`config.mk`:
```
export PLATFORM = sky130hd
export DESIGN_NAME = ompc_top
export DESIGN_NICKNAME = d
export VERILOG_FILES = /design/src/rtl/ompc_pkg.sv /design/src/rtl/ompc_access_seq.sv /design/src/rtl/ompc_fill_seq.sv /design/src/rtl/ompc_top.sv
export SDC_FILE = /design/constraint.sdc
export NUM_CORES = 1
export LEC_CHECK = 0
export BUFFER_PORTS_ARGS = -buffer_cell sky130_fd_sc_hd__clkbuf_2
export CELL_PAD_IN_SITES_DETAIL_PLACEMENT = 2
export CELL_PAD_IN_SITES_GLOBAL_PLACEMENT = 2
export CORE_ASPECT_RATIO = 0.75
export CORE_MARGIN = 10
export CORE_UTILIZATION = 32
export DETAILED_ROUTE_END_ITERATION = 8
export HOLD_SLACK_MARGIN = 0.12
export PLACE_DENSITY_LB_ADDON = 0.05
export SLEW_MARGIN = 20
export SYNTH_ARGS = -nofsm -noshare
export SYNTH_HDL_FRONTEND = slang
export SYNTH_SLANG_ARGS = --single-unit
```
`constraint.sdc`:
```
create_clock -name clk -period 3.1 [get_ports clk]
set_input_delay 0.775 -clock clk [delete_from_list [all_inputs] [get_ports clk]]
set_output_delay 0.775 -clock clk [all_outputs]
set_load 0.02 [all_outputs]
```
`src/rtl/ompc_pkg.sv`:
```
// Shared constants of the on-chip memory port controller
package ompc_pkg;
    // ------------------------------------------------------------
    // Control bus register indices, relative to the base index
    // ------------------------------------------------------------
    localparam int          IDX_W       = 10;
    localparam logic [9:0]  DS_CTRL     = 10'h000;
    localparam logic [9:0]  DS_RANGE    = 10'h001;
    localparam logic [9:0]  IS_CTRL     = 10'h002;
    localparam logic [9:0]  IS_RANGE    = 10'h003;
    localparam logic [9:0]  IS_INIT     = 10'h004;
    localparam logic [9:0]  IS_FILL     = 10'h005;
    localparam logic [9:0]  BASE_IDX    = 10'h040;
    // ------------------------------------------------------------
    // Control register fields and reset values
    // ------------------------------------------------------------
    localparam int          MULTI_BIT   = 0;
    localparam int          CYC_LSB     = 1;
    localparam int          CYC_W       = 3;
    localparam int          PEND_BIT    = 6;
    localparam int          BUSY_BIT    = 7;
    localparam logic [7:0]  CTRL_WMASK  = 8'h0f;
    localparam logic [7:0]  CTRL_RST    = 8'h00;
    localparam logic [7:0]  RANGE_RST   = 8'h00;
    localparam logic [31:0] WORD_RST    = 32'h0000_0000;
    // ------------------------------------------------------------
    // Address layout and access timing
    // ------------------------------------------------------------
    localparam int          REGION_LSB  = 24;
    localparam int          D_ADDR_LSB  = 2;
    localparam int          D_ADDR_W    = 22;
    localparam int          I_ADDR_LSB  = 3;
    localparam int          I_ADDR_W    = 21;
    localparam int          CNT_W       = 4;
    localparam logic [3:0]  CYC_SINGLE  = 4'h1;
    localparam logic [3:0]  CYC_MIN     = 4'h2;
    localparam logic [31:0] INIT_STEP   = 32'h0000_0004;
endpackage

```
`src/rtl/ompc_access_seq.sv`:
```
// Multi-cycle access sequencer shared by both memory ports
`timescale 1ns/1ps
module ompc_access_seq (
    input  wire logic       clk,
    input  wire logic       resetn,
    input  wire logic       start,
    input  wire logic [3:0] cycles,
    output logic            busy,
    output logic            finish
);
    typedef enum logic [1:0] {
        SEQ_IDLE = 2'b01,
        SEQ_WAIT = 2'b10
    } ompc_seq_state_t;

    typedef struct packed {
        ompc_seq_state_t                st;
        logic [ompc_pkg::CNT_W-1:0]     cnt;
    } ompc_seq_t;

    ompc_seq_t r;
    ompc_seq_t next_r;

    // ------------------------------------------------------------
    // Count the RAM edges of one access
    // ------------------------------------------------------------
    assign busy   = (r.st == SEQ_WAIT);
    assign finish = busy && (r.cnt == '0);

    // Start is ignored while busy, so the count cannot be restarted
    always_comb begin
        next_r = r;
        case (r.st)
            SEQ_IDLE: begin
                if (start) begin
                    next_r.st  = SEQ_WAIT;
                    next_r.cnt = cycles;
                end
            end
            SEQ_WAIT: begin
                if (r.cnt == '0) begin
                    next_r.st = SEQ_IDLE;
                end else begin
                    next_r.cnt = r.cnt - 4'h1;
                end
            end
            default: begin
                next_r.st  = SEQ_IDLE;
                next_r.cnt = '0;
            end
        endcase
    end

    always_ff @(posedge clk or negedge resetn) begin
        if (!resetn) begin
            r <= '{st: SEQ_IDLE, cnt: '0};
        end else begin
            r <= next_r;
        end
    end
endmodule // ompc_access_seq

```
`src/rtl/ompc_fill_seq.sv`:
```
// Holds a pending instruction RAM fill until the port is free
`timescale 1ns/1ps
module ompc_fill_seq (
    input  wire logic clk,
    input  wire logic resetn,
    input  wire logic fill_req,
    input  wire logic port_free,
    output logic      pending,
    output logic      go
);
    typedef enum logic [1:0] {
        FILL_IDLE = 2'b01,
        FILL_PEND = 2'b10
    } ompc_fill_state_t;

    typedef struct packed {
        ompc_fill_state_t st;
    } ompc_fill_t;

    ompc_fill_t r;
    ompc_fill_t next_r;

    // ------------------------------------------------------------
    // Fetches win the port; a fill waits for a free cycle
    // ------------------------------------------------------------
    assign pending = (r.st == FILL_PEND);
    assign go      = pending && port_free;

    // A new fill request while one waits and the port is not free is merged, the data is latest
    always_comb begin
        next_r = r;
        case (r.st)
            FILL_IDLE: begin
                if (fill_req) begin
                    next_r.st = FILL_PEND;
                end
            end
            FILL_PEND: begin
                if (port_free && !fill_req) begin
                    next_r.st = FILL_IDLE;
                end
            end
            default: begin
                next_r.st = FILL_IDLE;
            end
        endcase
    end

    always_ff @(posedge clk or negedge resetn) begin
        if (!resetn) begin
            r <= '{st: FILL_IDLE};
        end else begin
            r <= next_r;
        end
    end
endmodule // ompc_fill_seq

```
`src/rtl/ompc_top.sv`:
```
// On-chip memory port controller: data and instruction RAM ports
//
// Function
// - Each port: one-clock access, or multi-cycle of two to eight clocks.
// - Control bus register addresses set by a design parameter.
// - Each side owns its own 16 MB region of the memory map.
// - Address outputs reach 16 MB data, 16 MB instruction.
// - Data side has separate 32-bit read and write buses.
// - Data side writes single bytes, one enable per lane.
// - Data side drives a 22-bit RAM address.
// - Data side holds 8-bit control and range registers.
// - Data RAM written only by core stores through the data side.
// - Instruction fetch is 64-bit read-only, two instructions per clock.
// - Instruction RAM has a 32-bit write path via control registers.
// - Instruction side drives its own 21-bit RAM address.
// - Instruction side holds 8-bit control and range registers.
// - Instruction side holds 32-bit init and fill registers.
// - Instruction RAM written by configuration or register writes.
// - Control bus decodes 10 address bits, outside the memory map.
`timescale 1ns/1ps
module ompc_top #(
    parameter logic [9:0] BASE = ompc_pkg::BASE_IDX
) (
    input  wire logic        clk,
    input  wire logic        resetn,
    // APB register slave
    input  wire logic        psel,
    input  wire logic        penable,
    input  wire logic        pwrite,
    input  wire logic [11:0] paddr,
    input  wire logic [31:0] pwdata,
    output logic             pready,
    output logic [31:0]      prdata,
    output logic             pslverr,
    // Core data side
    input  wire logic        core_d_req,
    input  wire logic        core_d_we,
    input  wire logic [3:0]  core_d_be,
    input  wire logic [31:0] core_d_addr,
    input  wire logic [31:0] core_d_wdata,
    output logic [31:0]      core_d_rdata,
    output logic             core_d_done,
    // Data RAM port
    output logic             dram_en,
    output logic [3:0]       dram_we,
    output logic [21:0]      dram_addr,
    output logic [31:0]      dram_wdata,
    input  wire logic [31:0] dram_rdata,
    // Core instruction side
    input  wire logic        core_i_req,
    input  wire logic [31:0] core_i_addr,
    output logic [63:0]      core_i_rdata,
    output logic             core_i_done,
    // Instruction RAM port
    output logic             iram_en,
    output logic [1:0]       iram_we,
    output logic [20:0]      iram_addr,
    output logic [31:0]      iram_wdata,
    input  wire logic [63:0] iram_rdata
);
    typedef struct packed {
        logic [7:0]  ds_ctrl;
        logic [7:0]  ds_range;
        logic [7:0]  is_ctrl;
        logic [7:0]  is_range;
        logic [31:0] is_init;
        logic [31:0] is_fill;
        logic        pready;
        logic        pslverr;
        logic [31:0] prdata;
        logic        d_en;
        logic [3:0]  d_we;
        logic [21:0] d_addr;
        logic [31:0] d_wdata;
        logic [31:0] d_rdata;
        logic        d_done;
        logic        i_en;
        logic [1:0]  i_we;
        logic [20:0] i_addr;
        logic [31:0] i_wdata;
        logic [63:0] i_rdata;
        logic        i_done;
    } ompc_top_t;

    ompc_top_t r;
    ompc_top_t next_r;

    logic       d_busy;
    logic       d_fin;
    logic       d_start;
    logic       i_busy;
    logic       i_fin;
    logic       i_start;
    logic       fill_req;
    logic       fill_pend;
    logic       fill_go;
    logic [9:0] idx;
    logic       wr_acc;

    // ------------------------------------------------------------
    // Helpers
    // ------------------------------------------------------------
    // Access length in RAM clocks from a control register
    function automatic logic [3:0] cycles_of(input logic [7:0] ctrl);
        logic [3:0] cyc;
        cyc = {1'b0, ctrl[ompc_pkg::CYC_LSB +: ompc_pkg::CYC_W]} + 4'h1;
        if (!ctrl[ompc_pkg::MULTI_BIT]) begin
            cycles_of = ompc_pkg::CYC_SINGLE;
        end else if (cyc < ompc_pkg::CYC_MIN) begin
            cycles_of = ompc_pkg::CYC_MIN;
        end else begin
            cycles_of = cyc;
        end
    endfunction

    // Region hit: top address byte against the range register
    function automatic logic hit(input logic [31:0] a,
                                 input logic [7:0]  rng);
        hit = (a[31:ompc_pkg::REGION_LSB] == rng);
    endfunction

    // ------------------------------------------------------------
    // Request acceptance and sequencers
    // ------------------------------------------------------------
    assign idx      = paddr[11:2] - BASE;
    assign wr_acc   = psel && penable && r.pready && pwrite && !r.pslverr;
    assign d_start  = core_d_req && !d_busy && hit(core_d_addr, r.ds_range);
    assign i_start  = core_i_req && !i_busy && hit(core_i_addr, r.is_range);
    assign fill_req = wr_acc && (idx == ompc_pkg::IS_FILL);

    ompc_access_seq u_dseq (
        .clk    (clk),
        .resetn (resetn),
        .start  (d_start),
        .cycles (cycles_of(r.ds_ctrl)),
        .busy   (d_busy),
        .finish (d_fin)
    );

    ompc_access_seq u_iseq (
        .clk    (clk),
        .resetn (resetn),
        .start  (i_start),
        .cycles (cycles_of(r.is_ctrl)),
        .busy   (i_busy),
        .finish (i_fin)
    );

    // Fill only on a cycle with no fetch running or starting
    ompc_fill_seq u_fill (
        .clk       (clk),
        .resetn    (resetn),
        .fill_req  (fill_req),
        .port_free (!i_busy && !i_start),
        .pending   (fill_pend),
        .go        (fill_go)
    );

    // ------------------------------------------------------------
    // Next state
    // ------------------------------------------------------------
    always_comb begin
        next_r        = r;
        next_r.d_done = 1'b0;
        next_r.i_done = 1'b0;
        next_r.i_we   = 2'b00;

        // Answer one cycle after setup, so pready stands in access
        next_r.pready  = psel && !penable;
        next_r.pslverr = psel && !penable && (idx > ompc_pkg::IS_FILL);
        next_r.prdata  = '0;
        case (idx)
            ompc_pkg::DS_CTRL: begin
                next_r.prdata[7:0] = r.ds_ctrl;
                next_r.prdata[ompc_pkg::BUSY_BIT] = d_busy;
            end
            ompc_pkg::DS_RANGE: next_r.prdata[7:0] = r.ds_range;
            ompc_pkg::IS_CTRL: begin
                next_r.prdata[7:0] = r.is_ctrl;
                next_r.prdata[ompc_pkg::PEND_BIT] = fill_pend;
                next_r.prdata[ompc_pkg::BUSY_BIT] = i_busy;
            end
            ompc_pkg::IS_RANGE: next_r.prdata[7:0] = r.is_range;
            ompc_pkg::IS_INIT:  next_r.prdata = r.is_init;
            ompc_pkg::IS_FILL:  next_r.prdata = r.is_fill;
            default:            next_r.prdata = '0;
        endcase

        // Register writes; status bits are read-only
        if (wr_acc) begin
            case (idx)
                ompc_pkg::DS_CTRL: next_r.ds_ctrl = pwdata[7:0] & ompc_pkg::CTRL_WMASK;
                ompc_pkg::DS_RANGE: next_r.ds_range = pwdata[7:0];
                ompc_pkg::IS_CTRL: next_r.is_ctrl = pwdata[7:0] & ompc_pkg::CTRL_WMASK;
                ompc_pkg::IS_RANGE: next_r.is_range = pwdata[7:0];
                ompc_pkg::IS_INIT:  next_r.is_init  = pwdata;
                ompc_pkg::IS_FILL:  next_r.is_fill  = pwdata;
                default: begin
                end
            endcase
        end

        // Data side: drive once, hold to the end, then sample
        if (d_start) begin
            next_r.d_en    = 1'b1;
            next_r.d_we    = core_d_we ? core_d_be : 4'h0;
            next_r.d_addr  = core_d_addr[ompc_pkg::D_ADDR_LSB +: ompc_pkg::D_ADDR_W];
            next_r.d_wdata = core_d_wdata;
        end else if (d_fin) begin
            next_r.d_en    = 1'b0;
            next_r.d_we    = 4'h0;
            next_r.d_rdata = dram_rdata;
            next_r.d_done  = 1'b1;
        end

        // Instruction side fetch, same holding scheme
        if (i_start) begin
            next_r.i_en   = 1'b1;
            next_r.i_addr = core_i_addr[ompc_pkg::I_ADDR_LSB +: ompc_pkg::I_ADDR_W];
        end else if (i_fin) begin
            next_r.i_en    = 1'b0;
            next_r.i_rdata = iram_rdata;
            next_r.i_done  = 1'b1;
        end else if (fill_go) begin
            // One-clock write of the fill word into one half
            next_r.i_en    = 1'b1;
            next_r.i_addr  = r.is_init[ompc_pkg::I_ADDR_LSB +: ompc_pkg::I_ADDR_W];
            next_r.i_wdata = r.is_fill;
            next_r.i_we    = r.is_init[2] ? 2'b10 : 2'b01;
            next_r.is_init = r.is_init + ompc_pkg::INIT_STEP;
        end else if (!i_busy) begin
            next_r.i_en = 1'b0;
        end

        // A software write to the init register beats the increment
        if (wr_acc && idx == ompc_pkg::IS_INIT) begin
            next_r.is_init = pwdata;
        end
    end

    // ------------------------------------------------------------
    // State register
    // ------------------------------------------------------------
    always_ff @(posedge clk or negedge resetn) begin
        if (!resetn) begin
            r          <= '0;
            r.ds_ctrl  <= ompc_pkg::CTRL_RST;
            r.ds_range <= ompc_pkg::RANGE_RST;
            r.is_ctrl  <= ompc_pkg::CTRL_RST;
            r.is_range <= ompc_pkg::RANGE_RST;
            r.is_init  <= ompc_pkg::WORD_RST;
            r.is_fill  <= ompc_pkg::WORD_RST;
        end else begin
            r <= next_r;
        end
    end

    // ------------------------------------------------------------
    // Outputs, all straight from the state register
    // ------------------------------------------------------------
    // Address outputs reach the whole 16 MB region on each side with bits 23:2 (data) and 23:3 (instruction) below the region byte
    assign pready       = r.pready;
    assign prdata       = r.prdata;
    assign pslverr      = r.pslverr;
    assign core_d_rdata = r.d_rdata;
    assign core_d_done  = r.d_done;
    assign dram_en      = r.d_en;
    assign dram_we      = r.d_we;
    assign dram_addr    = r.d_addr;
    assign dram_wdata   = r.d_wdata;
    assign core_i_rdata = r.i_rdata;
    assign core_i_done  = r.i_done;
    assign iram_en      = r.i_en;
    assign iram_we      = r.i_we;
    assign iram_addr    = r.i_addr;
    assign iram_wdata   = r.i_wdata;
endmodule // ompc_top

```
Yosys cells after proc, flatten, opt, wreduce, memory -nomap -nowiden
Cells that the tools add are included.
{"block": "classes", "n_mux": 40, "n_addsub": 6, "n_eq_ne": 23, "n_bitwise": 3, "n_lt_le_gt_ge": 3, "n_reduce_logical": 42}
{"op": "$mux 32", "n": 6}
{"op": "$mux 55", "n": 2}
{"op": "$mux 64", "n": 1}
{"op": "$pmux 24 s2", "n": 1}
{"op": "$pmux 8 s6", "n": 1}
{"op": "$add 32x3->32 const B", "n": 1}
{"op": "$mux 4", "n": 7}
{"op": "$reduce_and 2->1", "n": 13}
{"op": "$pmux 6 s2", "n": 2}
{"op": "$mux 21", "n": 1}
{"op": "$eq 10x2->1 const B", "n": 2}
{"op": "$eq 10x3->1 const B", "n": 2}
{"op": "$logic_and 1x1->1", "n": 17}
{"op": "$eq 8x8->1", "n": 2}
{"op": "$mux 2", "n": 6}
{"op": "$mux 6", "n": 2}
{"op": "$eq 10x1->1 const B", "n": 1}
{"op": "$gt 10x3->1 const B", "n": 1}
{"op": "$logic_not 10->1", "n": 1}
{"op": "$mux 5", "n": 2}
{"op": "$ne 2x1->1 const B", "n": 5}
{"op": "$sub 10x7->10 const B", "n": 1}
{"op": "$add 3x1->4 const B", "n": 2}
{"op": "$logic_not 4->1", "n": 2}
{"op": "12 further kinds", "n": 36}
{"block": "word_totals", "output_inout_bits": 247, "in_bits": 248, "ff_bits": 349}

Longest topological paths before layout
{"block": "logic_depth", "ltp_word": 11, "ltp_mapped": 10}

Hierarchy
From an unflattened synthesis, not the netlist that was laid out.
{"block": "hier_totals", "cells_unflattened": 1549, "hier_area_um2": 16651.0}
{"module": "ompc_top", "cells_per_inst": 1446, "n_inst": 1, "area_per_inst_um2": 15631.2, "seq_area_each_um2": 8383.0}
{"module": "ompc_access_seq", "cells_per_inst": 47, "n_inst": 2, "area_per_inst_um2": 459.2, "seq_area_each_um2": 151.4}
{"module": "ompc_fill_seq", "cells_per_inst": 9, "n_inst": 1, "area_per_inst_um2": 101.3, "seq_area_each_um2": 51.3}

Worst setup path after synthesis
OpenSTA, ideal clock, no wires.
{"block": "synth_timing", "path_type": "input -> register", "startpoint": "input paddr[7]", "endpoint": "register r[319] in the netlist's numbering", "required_time_ns": 2.975, "path_buffers": 1, "stages": 7, "arrival_time_ns": 2.380, "path_slack_ns": 0.595, "path_cell_list": "nor4_1 > and3_1 > and2b_4 > nand2_4 > or4_4 > buf_6 > mux2_4"}
{"block": "synth_via", "elab_chain_cells": 3}
{"item": "from (decl)", "line_no": "ompc_top.sv:30", "text": "input wire logic [11:0] paddr,"}
{"item": "$sub 10x7->10", "line_no": "ompc_top.sv:125", "text": "assign idx = paddr[11:2] - BASE;"}
{"item": "$eq 10x2->1", "line_no": "ompc_top.sv:191", "text": "case (idx)"}
{"item": "$reduce_and 2->1 (no source line)"}
{"item": "to (signal assigned)", "line_no": "ompc_top.sv:254", "text": "r <= next_r;"}
{"item": "to (decl)", "line_no": "ompc_top.sv:85", "text": "ompc_top_t r;"}
Every way passes these cells.
A chain may end at the register's enable or synchronous reset.

==> results.json <==
{
  "hold_class": "primary input to asynchronous set/reset pin",
  "cts_tree": "built",
  "critical_path_class": "register to register",
  "layout_common_cells": "486 x clkbuf_2, 346 x dfrtp_1, 244 x nand2_1",
  "drtIter0Drc": 401,
  "start_kind": "register",
  "finish.instance_area_sq_mm": 0.0193,
  "num-nets-final": 1978,
  "ys.flop_type": "dfrtp_1",
  "endpoint_kind": "register",
  "cts.htree.levels": 2,
  "cp.required_ns": 3.50,
  "wl_per_cell_um": 22.7,
  "fp.dieArea_sq_mm": 0.0607,
  "leakage_nw": 10.3,
  "synth_edf_count": 0,
  "postSynthCellCount": 1458,
  "die_w_um": 281,
  "arrival_ns": 3.07,
  "syn-cell-area_sq_mm": 0.0164,
  "grt_start_max_net_pins": 61,
  "fp.dieH_um": 216,
  "yosys_register_bits": 349,
  "fin_crit_ns": 2.68,
  "syn_nets": 1717,
  "peakVddDrop_uv": 306,
  "gp_congestion": 0.746,
  "wl_mm": 54.5,
  "tns_ns": 0,
  "rsz0062_at_grt": "no",
  "grt_pass1_wl_mm": 82.5,
  "clkSinkCount": 349,
  "clockBufferDepth": 3,
  "final_util_pct": 38.2,
  "dr_total_vias": 11200,
  "fin_skew_ns": 0.00901,
  "clockRootBuffer": "clkbuf_16",
  "outcome": "completed",
  "dp_cells": 2334,
  "area_delta_synth_final_pct": 17.7,
  "drive_above_1_share_pct": 36.3,
  "worst_pin_slew_ns": 0.655,
  "initial_core_util_pct": 32.5,
  "p_per_area_mw_per_mm2": 567,
  "finalHoldViolations": 0,
  "max_freq_mhz": 373,
  "fin_crit_sh_pct": 86.4,
  "io_buffers": 487,
  "core_sq_mm": 0.0504,
  "finalSetupViolations": 0,
  "ys_warn_count": 0,
  "first_pass_iters": 4,
  "layoutNonFillerInstCount": 2404,
  "cts_buffers": 40,
  "holdBufCountCts": 0,
  "track_usage_pct": 17.7,
  "cp_max_fo": 10,
  "ios": 495,
  "multi_input_area_sq_mm": 0.00553,
  "postRouteAntennaNets": 0,
  "regArea_sq_mm": 0.00874,
  "syn-mean-instance-area_sq_um": 11.2,
  "ctsResizeCount": 0,
  "final_common_cell": "clkbuf_2",
  "fillers": 5418,
  "fp-row-count": 71,
  "final-max-slew-violation-count": 0,
  "overflow": 0,
  "relSlewSlack_pct": 56.4,
  "insertion_delay_ns": 0.55,
  "dpl_cell_area_sq_mm": 0.0180,
  "ys_async_sr_fraction_pct": 100,
  "place_hpwl_mm": 41.9,
  "drc_errors": 0,
  "path_clk_slew_ns": 0.06,
  "routed_via_density": 4.67,
  "drv_cap": 0,
  "grt_pass1_vias": 12600,
  "synth.distinct_cells": 57,
  "cts_setup_buffers": 0,
  "antenna_found_initial": 4,
  "whs_ns": 0.161,
  "seq_area_frac_synth_pct": 53.4
}
[kinds of logic (layout without fill, tap and decap cells)]
logic type | Yosys count | in the layout | share of synthesized area, %
simple gates | 389 | 389 | 10.5
flops | 349 | 349 | 53.4
fa+ha+maj | 11 | 11 | 0.841
other cells | 0 | 3 | 0
mux | 212 | 212 | 14.5
buf+inv | 319 | 605 | 13.0
xor+xnor | 50 | 50 | 2.68
compound gates | 128 | 128 | 5.00
[final cells by class]
class | count | share of cell area [%]
antenna | 3 | 0.0390
clock buffer | 61 | 6.34
clock inverter | 6 | 0.299
inverter | 14 | 0.273
multi-input combinational | 790 | 28.7
sequential | 349 | 45.4
tap | 657 | 4.27
timing repair buffer | 524 | 14.7
[metrics by stage]
stage | setup slack [ns] | total power (W)
floorplan | 0.595 | 0.00591
global placement | 0.333 | 0.00629
detailed placement | 0.305 | 0.00634
CTS | 0.378 | 0.0112
global route | 0.159 | 0.0115
finish | 0.421 | 0.0109
[where the power goes]
part,internal [W],total (W),switching (W)
Sequential,0.00480,0.00493,0.000131
Combinational,0.000475,0.00129,0.000810
Clock,0.00278,0.00470,0.00192
Total,0.00805,0.0109,0.00286
[final timing paths]
kind	end	slack, ns	from	cells after the start
worst max register to register	r[310]	0.42	u_iseq.r[4]	8
min in group clk	pready	0.42	penable	2
worst min-delay path	dram_addr[11]	0.16	resetn	1
worst max-delay path	r[310]	0.42	u_iseq.r[4]	8
worst min register to register	core_d_rdata[5]	0.47	core_d_rdata[5]	2
max in group asynchronous	u_fill.r[0]	2.16	resetn	2
[flip-flops by register name, summed over array words and instances (netlist names), 2 cells and up]
register	cells
core_i_rdata	64
r	88
dram_wdata	32
u_fill.r	2
core_d_rdata	32
prdata	32
u_dseq.r	6
iram_addr	21
dram_addr	22
u_iseq.r	6
dram_we	4
iram_wdata	32
iram_we	2
[worst max-delay path, stage by stage, from the launching register on]
cell	delay, ns
dfstp_2	0.56
inv_1	0.06
ha_1	0.22
nand4bb_1	0.25
nor4_2	0.41
nand3_2	0.28
nor4_1	0.50
xnor2_1	0.17
a21oi_1	0.08
[synth_stat cells, types with 18 or more instances]
library cell  instances  area, sq um
mux2_1              152         1710
mux2i_1              28          280
clkbuf_1             34          128
nand3_1              21          105
nand2_1             246          923
dfrtp_1             346         8660
xnor2_1              18          158
a21oi_1              42          210
mux2_2               27          304
nor2_1               48          180
o21ai_1              27          135
a22o_1               24          210
buf_4               241         1810
xor2_1               32          280
[layer usage]
layer,GRT usage [%],share of wire [%],wire [um]
met5,0,0,0
met4,4.04,1.5,815
met1,21.7,42,22700
met3,4.99,7.0,3810
met2,30.4,50,27200
(Power assumes the default switching activity.)
